[src/isc_defs.vh]
// Summary of operation
// - Trigger zero means no start condition.
// - Trigger on free bus starts master.
// - Data falls with clock high, then clock low.
// - Busy bus with reservation: start when freed.
// - Busy bus, reservation off: flag failure, clear.
// - Trigger during master wait gives restart.
// - Trigger cleared when reservation is prohibited.
// - Trigger cleared once start is generated.
// - Cleared on arbitration loss, exit, disable, reset.
// - Trigger ignored while interface disabled.
// - Trigger at bit one, reads zero.
// - Reservation-disable bit 0, failure flag bit 7.
`ifndef ISC_DEFS_VH
`define ISC_DEFS_VH

// Register byte offsets
`define ISC_OFS_CTRL 8'h00
`define ISC_OFS_FLAG 8'h04
`define ISC_OFS_STAT 8'h08

// Bus control register fields
`define ISC_CTL_IE 7
`define ISC_CTL_LREL 6
`define ISC_CTL_ACK 2
`define ISC_CTL_STT 1
`define ISC_CTL_SPT 0

// Interface flag register fields
`define ISC_FLG_START_FAILURE_FLAG 7
`define ISC_FLG_BSY 6
`define ISC_FLG_RSV 0

// Status register fields
`define ISC_STA_MST 0
`define ISC_STA_WAIT 1
`define ISC_STA_PEND 2
`define ISC_STA_ARB 3

// Reset values
`define ISC_RST_BYTE 8'h00
`define ISC_RST_WORD 32'h0000_0000

// Timing
`define ISC_CLK_NS 10
`define ISC_TICK_NS 1000
`define ISC_TICK_CYC (`ISC_TICK_NS / `ISC_CLK_NS)
`define ISC_T_HOLD_NS 4000
`define ISC_T_SU_NS 4700
`define ISC_HOLD_TK ((`ISC_T_HOLD_NS + `ISC_TICK_NS - 1) / `ISC_TICK_NS)
`define ISC_SU_TK ((`ISC_T_SU_NS + `ISC_TICK_NS - 1) / `ISC_TICK_NS)

// Controller states
`define ISC_ST_IDLE 3'h0
`define ISC_ST_SDA_LO 3'h1
`define ISC_ST_WAIT 3'h2
`define ISC_ST_RS_SDA 3'h3
`define ISC_ST_RS_SCL 3'h4
`define ISC_ST_SP_LO 3'h5
`define ISC_ST_SP_SCL 3'h6
`define ISC_ST_SP_END 3'h7

`endif

[src/isc_start_ctrl.v]
// The APB interface to the registers and the address map were chosen for this implementation.
`timescale 1ns/1ns
`default_nettype none
`include "isc_defs.vh"
module isc_start_ctrl #(
  parameter TICK_DIV = `ISC_TICK_CYC
) (
  // Clock and reset
  input wire pclk,
  input wire presetn,
  // APB slave
  input wire [7:0] paddr,
  input wire psel,
  input wire penable,
  input wire pwrite,
  input wire [31:0] pwdata,
  output reg [31:0] prdata,
  output reg pready,
  output reg pslverr,
  // Serial clock line, open drain
  input wire scl_in,
  output reg scl_out,
  output reg scl_oe_n,
  // Serial data line, open drain
  input wire sda_in,
  output reg sda_out,
  output reg sda_oe_n
);

localparam integer HOLD_I = `ISC_HOLD_TK;
localparam integer SU_I = `ISC_SU_TK;
localparam [3:0] HOLD_TK = HOLD_I[3:0];
localparam [3:0] SU_TK = SU_I[3:0];

// Word-aligned address match
function reg_hit;
  input [7:0] a;
  input [7:0] o;
  begin
    reg_hit = (a[7:2] == o[7:2]);
  end
endfunction

// Synchronised lines and their last values
wire scl_s;
wire sda_s;
wire tick;
reg scl_d_reg;
reg sda_d_reg;

// Register state
reg ie_reg;
reg ack_reg;
reg stt_reg;
reg spt_reg;
reg rsv_reg;
reg start_failure_flag_reg;
reg busy_reg;
reg arb_reg;

// Controller state
reg [2:0] state_reg;
reg [2:0] state_next;
reg [3:0] cnt_reg;
reg [3:0] cnt_next;
reg scl_oe_n_next;
reg sda_oe_n_next;
reg stt_clr;
reg spt_clr;
reg start_failure_flag_set;
reg arb_set;
reg [7:0] rd_byte;

isc_sync u_scl_sync (
  .clk(pclk),
  .rst_n(presetn),
  .d(scl_in),
  .q(scl_s)
);

isc_sync u_sda_sync (
  .clk(pclk),
  .rst_n(presetn),
  .d(sda_in),
  .q(sda_s)
);

isc_tick #(
  .DIV(TICK_DIV)
) u_tick (
  .clk(pclk),
  .rst_n(presetn),
  .tick(tick)
);

// Bus conditions seen on the filtered lines
wire start_det = scl_s & scl_d_reg & sda_d_reg & ~sda_s;
wire stop_det = scl_s & scl_d_reg & ~sda_d_reg & sda_s;
wire tmo = tick & (cnt_reg == 4'h0);

// APB decode; one wait state, so every access takes two access cycles
wire apb_acc = psel & penable;
wire apb_done = apb_acc & pready;
wire apb_wr = apb_done & pwrite;
wire hit_ctl = reg_hit(paddr, `ISC_OFS_CTRL);
wire hit_flg = reg_hit(paddr, `ISC_OFS_FLAG);
wire hit_sta = reg_hit(paddr, `ISC_OFS_STAT);
wire mapped = hit_ctl | hit_flg | hit_sta;
wire wr_ctl = apb_wr & hit_ctl;
wire wr_flg = apb_wr & hit_flg;

// Trigger accepted only with the interface enabled in the same write
wire stt_set = wr_ctl & pwdata[`ISC_CTL_STT] & pwdata[`ISC_CTL_IE];
wire spt_set = wr_ctl & pwdata[`ISC_CTL_SPT] & pwdata[`ISC_CTL_IE];
wire lrel_w = wr_ctl & pwdata[`ISC_CTL_LREL];
wire dis_w = wr_ctl & ~pwdata[`ISC_CTL_IE];

// Read mux
always @* begin
  rd_byte = `ISC_RST_BYTE;
  if (hit_ctl) begin
    rd_byte[`ISC_CTL_IE] = ie_reg;
    rd_byte[`ISC_CTL_ACK] = ack_reg;
    rd_byte[`ISC_CTL_SPT] = spt_reg;
    rd_byte[`ISC_CTL_STT] = 1'b0;
  end else if (hit_flg) begin
    rd_byte[`ISC_FLG_START_FAILURE_FLAG] = start_failure_flag_reg;
    rd_byte[`ISC_FLG_BSY] = busy_reg;
    rd_byte[`ISC_FLG_RSV] = rsv_reg;
  end else if (hit_sta) begin
    rd_byte[`ISC_STA_MST] = (state_reg != `ISC_ST_IDLE);
    rd_byte[`ISC_STA_WAIT] = (state_reg == `ISC_ST_WAIT);
    rd_byte[`ISC_STA_PEND] = stt_reg;
    rd_byte[`ISC_STA_ARB] = arb_reg;
  end
end

// Bus slave handshake
always @(posedge pclk or negedge presetn) begin
  if (!presetn) begin
    pready <= 1'b0;
    pslverr <= 1'b0;
    prdata <= `ISC_RST_WORD;
  end else begin
    pready <= apb_acc & ~pready;
    pslverr <= apb_acc & ~pready & ~mapped;
    if (apb_acc & ~pready & ~pwrite) begin
      prdata <= {24'h000000, rd_byte};
    end
  end
end

// Start, restart and stop sequencer
always @* begin
  state_next = state_reg;
  cnt_next = cnt_reg;
  scl_oe_n_next = scl_oe_n;
  sda_oe_n_next = sda_oe_n;
  stt_clr = 1'b0;
  spt_clr = 1'b0;
  start_failure_flag_set = 1'b0;
  arb_set = 1'b0;
  if (tick && cnt_reg != 4'h0) begin
    cnt_next = cnt_reg - 4'h1;
  end
  if ((!ie_reg && !wr_ctl) || lrel_w || dis_w) begin
    // Exit or disable releases both lines at once
    state_next = `ISC_ST_IDLE;
    scl_oe_n_next = 1'b1;
    sda_oe_n_next = 1'b1;
    stt_clr = 1'b1;
    spt_clr = 1'b1;
  end else begin
    case (state_reg)
      `ISC_ST_IDLE: begin
        // Nothing happens here without a pending trigger
        if (stt_reg) begin
          if (!busy_reg && !start_det) begin
            state_next = `ISC_ST_SDA_LO;
            sda_oe_n_next = 1'b0;
            cnt_next = HOLD_TK;
          end else if (rsv_reg) begin
            start_failure_flag_set = 1'b1;
            stt_clr = 1'b1;
          end
          // Otherwise the trigger stays as a reservation
        end
      end
      `ISC_ST_SDA_LO: begin
        // Hold time after the falling data edge, then clock low
        if (tmo) begin
          state_next = `ISC_ST_WAIT;
          scl_oe_n_next = 1'b0;
          stt_clr = 1'b1;
        end
      end
      `ISC_ST_WAIT: begin
        if (stt_reg) begin
          state_next = `ISC_ST_RS_SDA;
          sda_oe_n_next = 1'b1;
          cnt_next = SU_TK;
        end else if (spt_reg) begin
          state_next = `ISC_ST_SP_LO;
          sda_oe_n_next = 1'b0;
          cnt_next = SU_TK;
        end
      end
      `ISC_ST_RS_SDA: begin
        if (tmo) begin
          state_next = `ISC_ST_RS_SCL;
          scl_oe_n_next = 1'b1;
          cnt_next = SU_TK;
        end
      end
      `ISC_ST_RS_SCL: begin
        // Data low while released and clock high: another master won
        if (scl_s && !sda_s) begin
          state_next = `ISC_ST_IDLE;
          scl_oe_n_next = 1'b1;
          sda_oe_n_next = 1'b1;
          stt_clr = 1'b1;
          arb_set = 1'b1;
        end else if (tmo && scl_s) begin
          state_next = `ISC_ST_SDA_LO;
          sda_oe_n_next = 1'b0;
          cnt_next = HOLD_TK;
        end
      end
      `ISC_ST_SP_LO: begin
        if (tmo) begin
          state_next = `ISC_ST_SP_SCL;
          scl_oe_n_next = 1'b1;
          cnt_next = SU_TK;
        end
      end
      `ISC_ST_SP_SCL: begin
        // A stretching slave holds the clock low; wait for it
        if (tmo && scl_s) begin
          state_next = `ISC_ST_SP_END;
          sda_oe_n_next = 1'b1;
          spt_clr = 1'b1;
          cnt_next = SU_TK;
        end
      end
      `ISC_ST_SP_END: begin
        // Bus free time before a new start may follow
        if (tmo) begin
          state_next = `ISC_ST_IDLE;
        end
      end
      default: begin
        state_next = `ISC_ST_IDLE;
        scl_oe_n_next = 1'b1;
        sda_oe_n_next = 1'b1;
      end
    endcase
  end
end

// Registers and line drivers
always @(posedge pclk or negedge presetn) begin
  if (!presetn) begin
    state_reg <= `ISC_ST_IDLE;
    cnt_reg <= 4'h0;
    scl_oe_n <= 1'b1;
    sda_oe_n <= 1'b1;
    scl_out <= 1'b0;
    sda_out <= 1'b0;
    scl_d_reg <= 1'b1;
    sda_d_reg <= 1'b1;
    ie_reg <= 1'b0;
    ack_reg <= 1'b0;
    stt_reg <= 1'b0;
    spt_reg <= 1'b0;
    rsv_reg <= 1'b0;
    start_failure_flag_reg <= 1'b0;
    busy_reg <= 1'b0;
    arb_reg <= 1'b0;
  end else begin
    state_reg <= state_next;
    cnt_reg <= cnt_next;
    scl_oe_n <= scl_oe_n_next;
    sda_oe_n <= sda_oe_n_next;
    // Open drain: only the enable moves
    scl_out <= 1'b0;
    sda_out <= 1'b0;
    scl_d_reg <= scl_s;
    sda_d_reg <= sda_s;
    if (wr_ctl) begin
      ie_reg <= pwdata[`ISC_CTL_IE];
      ack_reg <= pwdata[`ISC_CTL_ACK];
    end
    // Hardware clear beats a software set in the same cycle
    if (stt_clr) begin
      stt_reg <= 1'b0;
    end else if (stt_set) begin
      stt_reg <= 1'b1;
    end
    if (spt_clr) begin
      spt_reg <= 1'b0;
    end else if (spt_set && !stt_set) begin
      // Start wins if both arrive together
      spt_reg <= 1'b1;
    end
    if (wr_flg) begin
      rsv_reg <= pwdata[`ISC_FLG_RSV];
    end
    // Failure flag: set wins over software clear
    if (start_failure_flag_set) begin
      start_failure_flag_reg <= 1'b1;
    end else if (wr_flg && !pwdata[`ISC_FLG_START_FAILURE_FLAG]) begin
      start_failure_flag_reg <= 1'b0;
    end
    if (arb_set) begin
      arb_reg <= 1'b1;
    end else if (stt_set) begin
      arb_reg <= 1'b0;
    end
    // Busy tracks the bus itself, own conditions included
    if (!ie_reg) begin
      busy_reg <= 1'b0;
    end else if (start_det) begin
      busy_reg <= 1'b1;
    end else if (stop_det) begin
      busy_reg <= 1'b0;
    end
  end
end

endmodule
`default_nettype wire

[src/isc_sync.v]
`timescale 1ns/1ns
`default_nettype none
module isc_sync (
  // Clock and reset
  input wire clk,
  input wire rst_n,
  // Asynchronous level in, filtered level out
  input wire d,
  output reg q
);

reg ff1_reg;
reg ff2_reg;
reg ff3_reg;

// Idle bus is high, so reset to one
always @(posedge clk or negedge rst_n) begin
  if (!rst_n) begin
    ff1_reg <= 1'b1;
    ff2_reg <= 1'b1;
    ff3_reg <= 1'b1;
    q <= 1'b1;
  end else begin
    ff1_reg <= d;
    ff2_reg <= ff1_reg;
    ff3_reg <= ff2_reg;
    if (ff2_reg == ff3_reg) begin
      q <= ff3_reg;
    end
  end
end

endmodule
`default_nettype wire

[src/isc_tick.v]
`timescale 1ns/1ns
`default_nettype none
module isc_tick #(
  parameter DIV = 100
) (
  // Clock and reset
  input wire clk,
  input wire rst_n,
  // One-cycle enable every DIV cycles
  output reg tick
);

localparam integer LAST_I = DIV - 1;
localparam [15:0] LAST = LAST_I[15:0];

reg [15:0] cnt_reg;

always @(posedge clk or negedge rst_n) begin
  if (!rst_n) begin
    cnt_reg <= 16'h0000;
    tick <= 1'b0;
  end else if (cnt_reg == LAST) begin
    cnt_reg <= 16'h0000;
    tick <= 1'b1;
  end else begin
    cnt_reg <= cnt_reg + 16'h0001;
    tick <= 1'b0;
  end
end

endmodule
`default_nettype wire

[config.mk]
export PLATFORM = sky130hd
export DESIGN_NAME = isc_start_ctrl
export DESIGN_NICKNAME = d
export VERILOG_FILES = /design/src/isc_start_ctrl.v /design/src/isc_sync.v /design/src/isc_tick.v
export VERILOG_INCLUDE_DIRS = /design/src
export SDC_FILE = /design/constraint.sdc
export NUM_CORES = 1
export LEC_CHECK = 0
export BUFFER_PORTS_ARGS = -buffer_cell sky130_fd_sc_hd__buf_2
export CAP_MARGIN = 20
export CORE_UTILIZATION = 51
export CTS_CLUSTER_DIAMETER = 100
export CTS_CLUSTER_SIZE = 8
export DETAILED_ROUTE_END_ITERATION = 8
export PLACE_DENSITY = 0.86
export SLEW_MARGIN = 20
export SYNTH_ARGS = -nofsm -noshare
export SYNTH_HDL_FRONTEND = slang
export SYNTH_SLANG_ARGS = --single-unit
[constraint.sdc]
create_clock -name pclk -period 2.8 [get_ports pclk]
set_input_delay 0.56 -clock pclk [delete_from_list [all_inputs] [get_ports pclk]]
set_output_delay 0.56 -clock pclk [all_outputs]
set_load 0.02 [all_outputs]
After elaboration in Yosys (flattened, before gate mapping)
Index checks and enable logic that the tools add are counted.

operators by class
  $add $sub $neg = 2
  reduce and logical (&&, ||, !) cells = 31
  mux-type cells = 73
  bitwise logic cells = 28
  equal/unequal tests = 24

operator list
  kind                                                              number
  4-bit two-way mux                                                 11
  3-bit two-way mux                                                 14
  1-bit two-way mux                                                 41
  3-bit != test, second input constant                              8
  3-bit one-hot mux with 8 select lines                             1
  1-bit AND                                                         20
  4-bit one-hot mux with 5 select lines                             1
  16-bit by 1-bit adder with 16-bit output, second input constant   1
  16-bit by 7-bit == test with 1-bit output, second input constant  1
  16-bit two-way mux                                                1
  3-bit == test, second input constant                              4
  9-bit AND reduction                                               1
  2-bit nonzero test                                                4
  4-bit nonzero test                                                2
  1-bit logical AND                                                 7
  1-bit zero test                                                   7
  3-bit by 2-bit == test with 1-bit output, second input constant   2
  6-bit by 1-bit == test with 1-bit output, second input constant   1
  6-bit by 2-bit == test with 1-bit output, second input constant   1
  6-bit zero test                                                   1
  3-bit by 1-bit != test with 1-bit output, second input constant   2
  1-bit NOT                                                         6
  1-bit one-hot mux with 3 select lines                             2
  6-bit AND reduction                                               1
  other kinds (15)                                                  18

storage, ports and cells
  output and inout bits = 38
  bits in registers = 52
  word-level logic and storage cells = 185
  bits of input ports = 47

Longest topological paths before layout
Gate-level depths: netlist of the first run.

  depth after elaboration = 10
  mapped depth = 7
  depth with buffers taken out = 7

Modules after synthesis
Synthesis of the first run repeated with hierarchy kept, for this count alone.

second synthesis, totals
  cell total of the unflattened synthesis = 284
  area total of the unflattened synthesis = 2864.0 sq um

modules (own cells, without submodules)
  module          cells each  times used  area an instance (sq um)  sequential area each (sq um)
  isc_start_ctrl  205         1           1819.2                    680.7
  isc_tick        69          1           812.0                     425.4
  isc_sync        5           2           116.4                     105.1

Least setup slack after synthesis of the first run
OpenSTA, ideal clock, no wires.

  path kind = in2reg
  from = in paddr[5]
  to = reg cnt_reg[2]
  data arrival time = 2.491 ns
  stages on the path = 6
  required time = 2.676 ns
  library setup time = 0.124 ns
  path buffers = 1
  slack = 0.185 ns
  cell sequence = or4_1 -> buf_2 -> nor4_4 -> mux2i_1 -> a211oi_2 -> a211o_2

between the ends
  cells in the longest elaborated chain, start to end = 7
  elaborated cells on any way between the ends = 9
  classes of those cells = 1 x mux; 3 x bitwise; 5 x reduce/logical

RTL lines
  what                    line                  text
  start: declaration      isc_start_ctrl.v:12   input wire [7:0] paddr,
  6-bit zero test *       isc_start_ctrl.v:40   reg_hit = (a[7:2] == o[7:2]);
  1-bit AND *             isc_start_ctrl.v:109  wire wr_ctl = apb_wr & hit_ctl;
  1-bit zero test         isc_start_ctrl.v:166  if ((!ie_reg && !wr_ctl) || lrel_w || dis_w) begin
  1-bit logical AND       isc_start_ctrl.v:166
  1-bit logical OR        isc_start_ctrl.v:166
  1-bit logical OR *      isc_start_ctrl.v:166
  4-bit two-way mux *     isc_start_ctrl.v:166
  named net cnt_next[2]   isc_start_ctrl.v:65   reg [3:0] cnt_next;
  end signal: assignment  isc_start_ctrl.v:281  cnt_reg <= cnt_next;
  end: declaration        isc_start_ctrl.v:64   reg [3:0] cnt_reg;

Mark *: on every way through the listed nets, which the timed path passes. The rest lies on a longest branch.
A chain may end at the register's enable or synchronous reset.

Worst setup path after layout of the first run
  from = reg cnt_reg[0]
  to = reg state_reg[2]

between the ends
  cells in the longest elaborated chain, start to end = 5
  elaborated cells on any way between the ends = 10
  classes of those cells = 6 x eq/ne; 1 x bitwise; 3 x reduce/logical

RTL lines
  what                                                             line                                        text
  4-bit zero test *                                                isc_start_ctrl.v:99                         wire tmo = tick & (cnt_reg == 4'h0);
  1-bit AND *                                                      isc_start_ctrl.v:99
  1-bit logical AND                                                isc_start_ctrl.v:223, isc_start_ctrl.v:238
  4-bit != test (no source line) or 3-bit != test (tied branches)  --
  9-bit AND reduction (no source line) *                           --
  end signal: assignment                                           isc_start_ctrl.v:263                        state_reg <= `ISC_ST_IDLE;
  end signal: assignment                                           isc_start_ctrl.v:280                        state_reg <= state_next;
  end: declaration                                                 isc_start_ctrl.v:62                         reg [2:0] state_reg;

Mark *: on every way between the ends. The rest lies on a longest branch, timed or not.

==> flow_summary.ini, run 1 <==
[run_status]
outcome = finished clean

[worst_setup_path]
regToRegEndpoint = state_reg[2]$_DFFE_PN0P_
slowest_stage = a311o_1
crit_chain = inv_1 -> ha_1 -> and4bb_2 -> o21ai_0 -> a311o_1 -> a2111oi_0 -> o21a_1
r2r_cells = 7
r2r_slack_ns = 0.59
cp_max_fo = 6
arrival_ns = 2.47
cpPeakStageDelay_ns = 0.44
worstReg2RegStart = cnt_reg[0]$_DFF_PN0_
start_kind = flip-flop
endpoint_kind = flip-flop
required_ns = 3.06
setup.worst_path.class = flip-flop to flip-flop

[layout]
final_common_cell = dfrtp_1
largest_reg_flops = 16
multi_input_area_um2 = 1190
stdcell_area_um2 = 2880
seqCellArea_um2 = 1320
drive_above_1_share = 0.206
syn_to_final_growth_pct = 7.51
antenna_cells = 0
final_cell_mix = dfrtp_1, conb_1, buf_2
fill_cells = 458
finalNetCount = 344

[timing]
setup-violations-final = 0
worst_clock_skew_ns = 0.00714
finalCriticalPeriod_ns = 2.21
rsz0062_at_grt = no
max_freq_mhz = 452
worst-slew-pin-transition_ns = 0.495
slew_viol_final = 0
finalHoldViolCount = 0
relSlewSlack = 0.667
tns_ns = 0
post-route-period-util = 0.790

[placement]
port_buffers = 27
post_dp_cell_area_um2 = 2790
gp_congestion = 0.856
dp_hpwl_mm = 3.45

[detailed_routing]
wl_per_cell_um = 12.6
ant_nets = 0
vias = 1957
drc_errors = 0
first_iter_violations = 113
drt_wl_total_mm = 4.62
dr.pass1.iters = 4
vias_per_cell = 5.35

[global_route]
grt_max_degree = 23
antenna_found_initial = 0
grt_use_met2 = 0.288
use_met3 = 0.0393
grt_use_total = 0.175
overflow = 0
met1_usage = 0.217
gr-max-usage-layer = met2
first_global_vias = 1682
grt_pass1_wl_mm = 7.26

[clocking]
cts_setup_buffers = 0
clockBufferDepth = 2
path_clk_slew_ns = 0.10
cts_max_level = 2
numClockSinks = 52
clock_latency_ns = 0.31
postCtsHoldBufs = 0
numCtsBuffers = 5
ctsResizeCount = 0
root_buffer = clkbuf_8
tritoncts = done

[flow_run]
cap_violations = 0

[floorplan]
rows = 26
initial_core_util = 0.528
die-width_um = 74.5
coreArea_um2 = 5070
chipHeight_um = 74.5
io_pins = 85
fp.dieArea_um2 = 5550

[power]
total_power_mw = 1.31
p_leak_nw = 1.23
ir_drop_mv = 0.357
p_per_area_nw_per_um2 = 454

[yosys]
synth_top_family_by_area = simple AND/OR/NAND/NOR gates
yosys.area_share.simple = 0.188
synth-compound-area-share = 0.119
synthDistinctLibCells = 53
synth-xor-area-share = 0.0588
synth_area_um2 = 2680
yosys.area.top_type = dfrtp_1
yosysTopAreaCellShare = 0.373
synth-main-ff-cell = dfrtp_1
synthCells = 267
yosysWarnings = 0
ys_seq_area_frac = 0.491
synth_fa_ha_area_frac = 0.0168
ys_ff_latch = 52
synth_area_per_cell_um2 = 10.0
synth_edf_count = 0
synth_mux_area_frac = 0.0243
yosys-top-cells-area = dfrtp_1, dfstp_2, buf_4
ys_async_sr_fraction = 1.00

[worst_hold_path]
hp-class = input pin to asynchronous set/reset pin
## synth_stat cells, drive strengths merged (2+ instances only)
| library cell | n |
|---|---|
| nor2b | 2 |
| o21ai | 14 |
| a21oi | 5 |
| nor3 | 8 |
| dfrtp | 40 |
| o31ai | 6 |
| maj3 | 2 |
| a41oi | 2 |
| ha | 2 |
| mux2 | 4 |
| xor2 | 4 |
| nand3 | 10 |
| nor4 | 8 |
| and3 | 2 |
| xnor2 | 14 |
| a2bb2oi | 3 |
| o21a | 3 |
| nand4 | 5 |
| inv | 7 |
| clkbuf | 8 |
| buf | 29 |
| nand2 | 22 |
| and2 | 3 |
| dfstp | 12 |
| mux2i | 2 |
| nor2 | 26 |
## per-stage QoR
step	utilization	cells	hold WS (ns)	worst slack [ns]
floorplan	-	294	0.264	0.185
global placement	0.550	358	0.346	0.292
detailed placement	0.550	358	0.350	0.290
CTS	0.568	366	0.126	0.579
global route	0.568	366	0.140	0.403
finish	0.568	366	0.125	0.587
## area by class of cell
| type | instances | share of cell area |
|---|---|---|
| Timing Repair Buffer | 31 | 0.0573 |
| Multi-Input combinational cell | 198 | 0.414 |
| Sequential cell | 52 | 0.457 |
| Clock inverter | 3 | 0.00825 |
| Clock buffer | 5 | 0.0239 |
| Tap cell | 70 | 0.0304 |
| Inverter | 7 | 0.00911 |
## worst max-delay path, delay by kind of cell (launching register included)
kind / cells / cell delay [ns]
adder cells (fa/ha/maj): 1 / 0.21
AND/OR/NAND/NOR: 1 / 0.34
AO/OA/AOI/OAI: 4 / 1.13
buffers and inverters: 1 / 0.07
flip-flops: 1 / 0.42
## routing by layer
| layer | part of all wire | vias to the layer above | wire, µm |
|---|---|---|---|
| li1 | - | 949 | - |
| met1 | 0.47 | 932 | 2160 |
| met2 | 0.46 | 63 | 2110 |
| met3 | 0.050 | 13 | 229 |
| met4 | 0.024 | 0 | 112 |
| met5 | 0 | - | 0 |
## where the power goes
| group | leakage, nW | total [mW] | switching [mW] | internal, mW |
|---|---|---|---|---|
| Combinational | 0.520 | 0.0862 | 0.0667 | 0.0195 |
| Sequential | 0.659 | 0.784 | 0.0122 | 0.771 |
| Clock | 0.0495 | 0.439 | 0.256 | 0.183 |
| Total | 1.23 | 1.31 | 0.334 | 0.974 |
## how the worst max path moves through the flow
| stage | from | to | depth (start not counted) |
|---|---|---|---|
| 3_3_place_gp | paddr[5] | cnt_reg[2]$_DFF_PN0_ | 6 |
| 2_1_floorplan | paddr[5] | cnt_reg[2]$_DFF_PN0_ | 6 |
| 6_report | cnt_reg[0]$_DFF_PN0_ | state_reg[2]$_DFFE_PN0P_ | 7 |
| 3_5_place_dp | paddr[5] | cnt_reg[2]$_DFF_PN0_ | 6 |
| 4_1_cts | cnt_reg[0]$_DFF_PN0_ | state_reg[2]$_DFFE_PN0P_ | 7 |
| 5_1_grt | cnt_reg[0]$_DFF_PN0_ | state_reg[2]$_DFFE_PN0P_ | 7 |
## cells by family after synthesis
| kind of cell | count (synthesis) |
|---|---|
| compound gates | 46 |
| simple gates | 96 |
| buf+inv | 44 |
| other cells | 1 |
| flops | 52 |
| xor+xnor | 18 |
| mux | 6 |
| fa+ha+maj | 4 |
(Power assumes the default switching activity.)
==> run 2, diff against run 1 <==
CORE_UTILIZATION = 46   (was 51)
PLACE_DENSITY = 0.82   (was 0.86)
clock period = 1.8 ns   (was 2.8 ns; I/O delays follow)
==> run 2 against run 1 <==
  * The flow now finishes with violations (setup timing)
  * Via count grew 5.4%
  * Clock skew is 0.0038 ns lower
  * Total power grew 58%
  * Critical endpoint is now state_reg[1]$_DFFE_PN0P_
  * Largest power group unchanged
==> flow_summary.ini, run 2 (synthesized netlist as in run 1, its figures left out) <==
[run_status]
outcome = complete, but fails checks
violations = setup timing

[worst_setup_path]
cp_max_fo = 5
r2r_slack_ns = -0.11
start_kind = flip-flop
regToRegEndpoint = state_reg[1]$_DFFE_PN0P_
setup.worst_path.class = flip-flop to flip-flop
worstReg2RegStart = u_sda_sync.q$_DFFE_PN1N_
arrival_ns = 2.11
endpoint_kind = flip-flop
required_ns = 2.00
r2r_cells = 6

[power]
p_per_area_nw_per_um2 = 638
ir_drop_mv = 0.558
p_leak_nw = 1.41

[timing]
worst_clock_skew_ns = 0.00335
max_freq_mhz = 525
finalWorstSetupSlack_ns = -0.106
finalCriticalPeriod_ns = 1.91
post-route-period-util = 1.06
setup-violations-final = 2
slew_viol_final = 0
tns_ns = -0.143
rsz0062_at_grt = yes
finalHoldViolCount = 0

[placement]
dp_hpwl_mm = 3.64
post_dp_cell_area_um2 = 3030
gp_congestion = 0.860
dpl_worst_slack_ns = -0.394
port_buffers = 27

[detailed_routing]
vias = 2063
first_iter_violations = 96
vias_per_cell = 5.14
dr.pass1.iters = 4
wl_per_cell_um = 12.4
drt_wl_total_mm = 4.99
drc_errors = 0
ant_nets = 0

[worst_hold_path]
hp-class = input pin to asynchronous set/reset pin

[floorplan]
coreArea_um2 = 5570
chipHeight_um = 78.3
fp.dieArea_um2 = 6140
rows = 27
die-width_um = 78.3
io_pins = 85
initial_core_util = 0.481

[layout]
syn_to_final_growth_pct = 20.9
stdcell_area_um2 = 3240
antenna_cells = 0
final_cell_mix = dfrtp_1, buf_4, conb_1
fill_cells = 469
multi_input_area_um2 = 1260
seqCellArea_um2 = 1320
finalNetCount = 377
utilization = 0.582
largest_reg_flops = 16
final_common_cell = dfrtp_1
drive_above_1_share = 0.316

[flow_run]
cap_violations = 0

[clocking]
clock_latency_ns = 0.31
cts_max_level = 2
root_buffer = clkbuf_8
numCtsBuffers = 5
tritoncts = done
path_clk_slew_ns = 0.10
clockBufferDepth = 2
numClockSinks = 52

[global_route]
grt_max_degree = 53
first_global_vias = 1946
grt_use_total = 0.177
grt_pass1_wl_mm = 8.53
antenna_found_initial = 0
overflow = 0
run 2: final cells by class:
type | instances | area share
Timing Repair Buffer | 64 | 0.140
Clock buffer | 5 | 0.0212
Inverter | 7 | 0.00810
Tap cell | 72 | 0.0278
Multi-Input combinational cell | 198 | 0.389
Sequential cell | 52 | 0.406
Clock inverter | 3 | 0.00772
run 2: repair_timing:
| item | CTS | global route |
|---|---|---|
| setup endpoints to repair | 8 | 14 |
| setup buffers | 4 | 1 |
| endpoints found under the hold margin | 0 | 0 |
| hold buffers | 0 | 0 |
| pin swaps | 6 | 8 |
| gates resized for setup | 12 | 10 |
run 2: worst max-delay path by stage:
stage | from | to | slack (ns) | cells after the start
2_1_floorplan | paddr[5] | cnt_reg[2]$_DFF_PN0_ | -0.50 | 6
3_3_place_gp | paddr[5] | stt_reg$_DFFE_PN0P_ | -0.36 | 7
3_5_place_dp | paddr[5] | stt_reg$_DFFE_PN0P_ | -0.39 | 7
4_1_cts | u_sda_sync.q$_DFFE_PN1N_ | state_reg[1]$_DFFE_PN0P_ | -0.10 | 6
5_1_grt | u_sda_sync.q$_DFFE_PN1N_ | state_reg[1]$_DFFE_PN0P_ | -0.23 | 6
6_report | u_sda_sync.q$_DFFE_PN1N_ | state_reg[1]$_DFFE_PN0P_ | -0.11 | 6
run 2: report_power, final:
part           internal [mW]  leakage (nW)  total [mW]  switching (mW)
sequential              1.20         0.659        1.21          0.0114
clock                  0.284        0.0452       0.685           0.401
combinational         0.0524         0.703       0.172           0.119
run 2: worst max-delay path, cell delays in order, from the launching register on:
cell	delay, ns
dfstp_2	0.54
and4b_1	0.20
o31a_1	0.27
a311o_1	0.36
buf_4	0.17
a221oi_2	0.21
nor2_1	0.06
run 2: metal layers:
| metal | GRT usage | wire length, µm | up-vias |
|---|---|---|---|
| met5 | 0 | 0 | - |
| met4 | 0.0556 | 98 | 0 |
| met3 | 0.0430 | 257 | 9 |
| met2 | 0.311 | 2510 | 58 |
| met1 | 0.214 | 2120 | 990 |
| li1 | - | - | 1006 |
run 2: per-stage QoR:
stage	total power, mW	cells	hold WS, ns
2_1_floorplan	1.37	294	0.0644
3_3_place_gp	1.40	388	0.346
3_5_place_dp	1.40	388	0.347
4_1_cts	2.10	400	0.0296
5_1_grt	2.15	401	0.0440
6_report	2.07	401	0.0174
==> run 3, diff against run 2 <==
ABC_AREA = 1   (was default)
BUFFER_PORTS_ARGS = default   (was -buffer_cell sky130_fd_sc_hd__buf_2)
CAP_MARGIN = default   (was 20)
CORE_UTILIZATION = 55   (was 46)
DONT_BUFFER_PORTS = 1   (was default)
PLACE_DENSITY = 0.79   (was 0.82)
==> run 3 against run 2 <==
  * The run now ends clean
  * Cell count is 1.2% higher
  * Via count is 2.5% lower
  * Critical path type unchanged
  * Largest power group unchanged
  * Combinational power is 33% lower
  * Global-route usage is 3.3 points higher
  * Clock power is 2% higher
  * Cell area is 9.5% lower
  * First-iteration DRC count is 10% lower
  * Total power is 1.5% lower
==> flow_summary.ini, run 3 <==
[run_status]
outcome = finished clean

[clocking]
cts_max_level = 2
path_clk_slew_ns = 0.10
clock_latency_ns = 0.31
clockBufferDepth = 2
root_buffer = clkbuf_8
tritoncts = done
ctsResizeCount = 0
numCtsBuffers = 5
numClockSinks = 52

[placement]
dpl_worst_slack_ns = 0.151
port_buffers = 0
gp_congestion = 0.896
post_dp_cell_area_um2 = 2800
dp_hpwl_mm = 3.73

[global_route]
antenna_found_initial = 0
overflow = 0
grt_use_total = 0.210
grt_pass1_wl_mm = 8.71
grt_max_degree = 53
first_global_vias = 2013

[yosys]
synth_area_per_cell_um2 = 8.55
synth-compound-area-share = 0.0636
yosysWarnings = 0
yosysTopAreaCellShare = 0.354
yosys.area_share.simple = 0.260
synth_area_um2 = 2830
synth_mux_area_frac = 0.00751
synthCells = 331
ys_seq_area_frac = 0.465
ys_async_sr_fraction = 1.00
synth-main-ff-cell = dfrtp_1
yosys-top-cells-area = dfrtp_1, dfstp_2, nand2_1
synthDistinctLibCells = 44
ys_ff_latch = 52
synth-xor-area-share = 0.0371
synth_top_family_by_area = simple AND/OR/NAND/NOR gates
yosys.area.top_type = dfrtp_1
synth_fa_ha_area_frac = 0.0159
synth_edf_count = 0
synthTopCellsByCount = nand2_1, inv_1, dfrtp_1
synthMostInstantiatedCell = nand2_1

[floorplan]
rows = 25
io_pins = 85
die-width_um = 73.8
initial_core_util = 0.584
chipHeight_um = 73.8
fp.dieArea_um2 = 5440
coreArea_um2 = 4850

[layout]
syn_to_final_growth_pct = 3.58
final_common_cell = nand2_1
final_cell_mix = nand2_1, inv_1, dfrtp_1
utilization = 0.605
drive_above_1_share = 0.139
largest_reg_flops = 16
antenna_cells = 0
stdcell_area_um2 = 2930
finalNetCount = 387

[flow_run]
cap_violations = 0

[timing]
rsz0062_at_grt = no
finalHoldViolCount = 0
post-route-period-util = 0.920
hold_slack_ns = 0.0339
worst-slew-pin-transition_ns = 0.487
finalWorstSetupSlack_ns = 0.144
tns_ns = 0
setup-violations-final = 0
relSlewSlack = 0.672
slew_viol_final = 0
worst_clock_skew_ns = 0.00325
finalCriticalPeriod_ns = 1.66
max_freq_mhz = 604

[worst_setup_path]
worstReg2RegStart = u_tick.cnt_reg[0]$_DFF_PN0_
crit_chain = ha_1 -> nand3_2 -> nor3_2 -> nand2_1 -> nor3_4 -> nand3_1 -> xor2_1
cpPeakStageDelay_ns = 0.40
setup.worst_path.class = flip-flop to flip-flop
r2r_cells = 7
path_buf_inv = 0
slowest_stage = dfrtp_1
arrival_ns = 1.86
regToRegEndpoint = u_tick.cnt_reg[14]$_DFF_PN0_
required_ns = 2.01
cp_max_fo = 4
endpoint_kind = flip-flop
r2r_slack_ns = 0.14
critPathTopFamily = simple AND/OR/NAND/NOR gates
start_kind = flip-flop

[detailed_routing]
wl_per_cell_um = 12.3
first_iter_violations = 86
drt_wl_total_mm = 5.00
ant_nets = 0
vias = 2012
drc_errors = 0
dr.pass1.iters = 4
vias_per_cell = 4.96

[worst_hold_path]
min_to = u_scl_sync.ff1_reg$_DFF_PN1_
hold_path.startpoint = scl_in
hp-class = input pin to flip-flop
holdPathStages = 0

[power]
p_per_area_nw_per_um2 = 695
ir_drop_mv = 0.392
p_leak_nw = 1.45
[run 3: stage by stage]
stage / total power [mW] / instances
finish: 2.04 / 406
global placement: 1.33 / 396
CTS: 2.06 / 406
floorplan: 1.37 / 358
global route: 2.14 / 406
detailed placement: 1.33 / 396
[run 3: per-layer routing]
metal	GRT usage	wire length (µm)
met5	0	0
met4	0.0684	66
met3	0.0398	131
met2	0.362	2580
met1	0.266	2230
[run 3: worst max path at each step]
stage,cells past startpoint,startpoint,to
2_1_floorplan,7,u_tick.cnt_reg[0]$_DFF_PN0_,u_tick.cnt_reg[14]$_DFF_PN0_
3_3_place_gp,7,u_tick.cnt_reg[0]$_DFF_PN0_,u_tick.cnt_reg[14]$_DFF_PN0_
3_5_place_dp,7,u_tick.cnt_reg[0]$_DFF_PN0_,u_tick.cnt_reg[14]$_DFF_PN0_
4_1_cts,7,u_tick.cnt_reg[0]$_DFF_PN0_,u_tick.cnt_reg[14]$_DFF_PN0_
5_1_grt,7,u_tick.cnt_reg[0]$_DFF_PN0_,u_tick.cnt_reg[14]$_DFF_PN0_
6_report,7,u_tick.cnt_reg[0]$_DFF_PN0_,u_tick.cnt_reg[14]$_DFF_PN0_
[run 3: cells by family (layout without fill, tap and decap cells)]
| group | count (synthesis) | in the layout |
|---|---|---|
| mux | 2 | 2 |
| simple gates | 150 | 150 |
| fa+ha+maj | 4 | 4 |
| compound gates | 28 | 28 |
| buf+inv | 82 | 63 |
| flops | 52 | 52 |
| other cells | 1 | 28 |
| xor+xnor | 12 | 12 |
[run 3: what timing repair did]
item | 4_1_cts | 5_1_grt
buffers inserted | 0 | 0
hold buffers | 2 | 0
hold endpoints to repair | 52 | 0
[run 3: power by group]
part           switching [mW]  internal, mW
Clock                   0.414         0.287
Sequential             0.0199          1.20
Combinational          0.0947        0.0210
Total                   0.528          1.51
[run 3: cell type report]
cell class | count | area (µm²)
fillers | 427 | 1920
flip-flops and latches | 52 | 1320
multi-input cells | 224 | 1190
inverters | 51 | 191
well taps | 67 | 83.8
clock buffers | 5 | 68.8
repair buffers | 4 | 52.6
clock inverters | 3 | 26.3
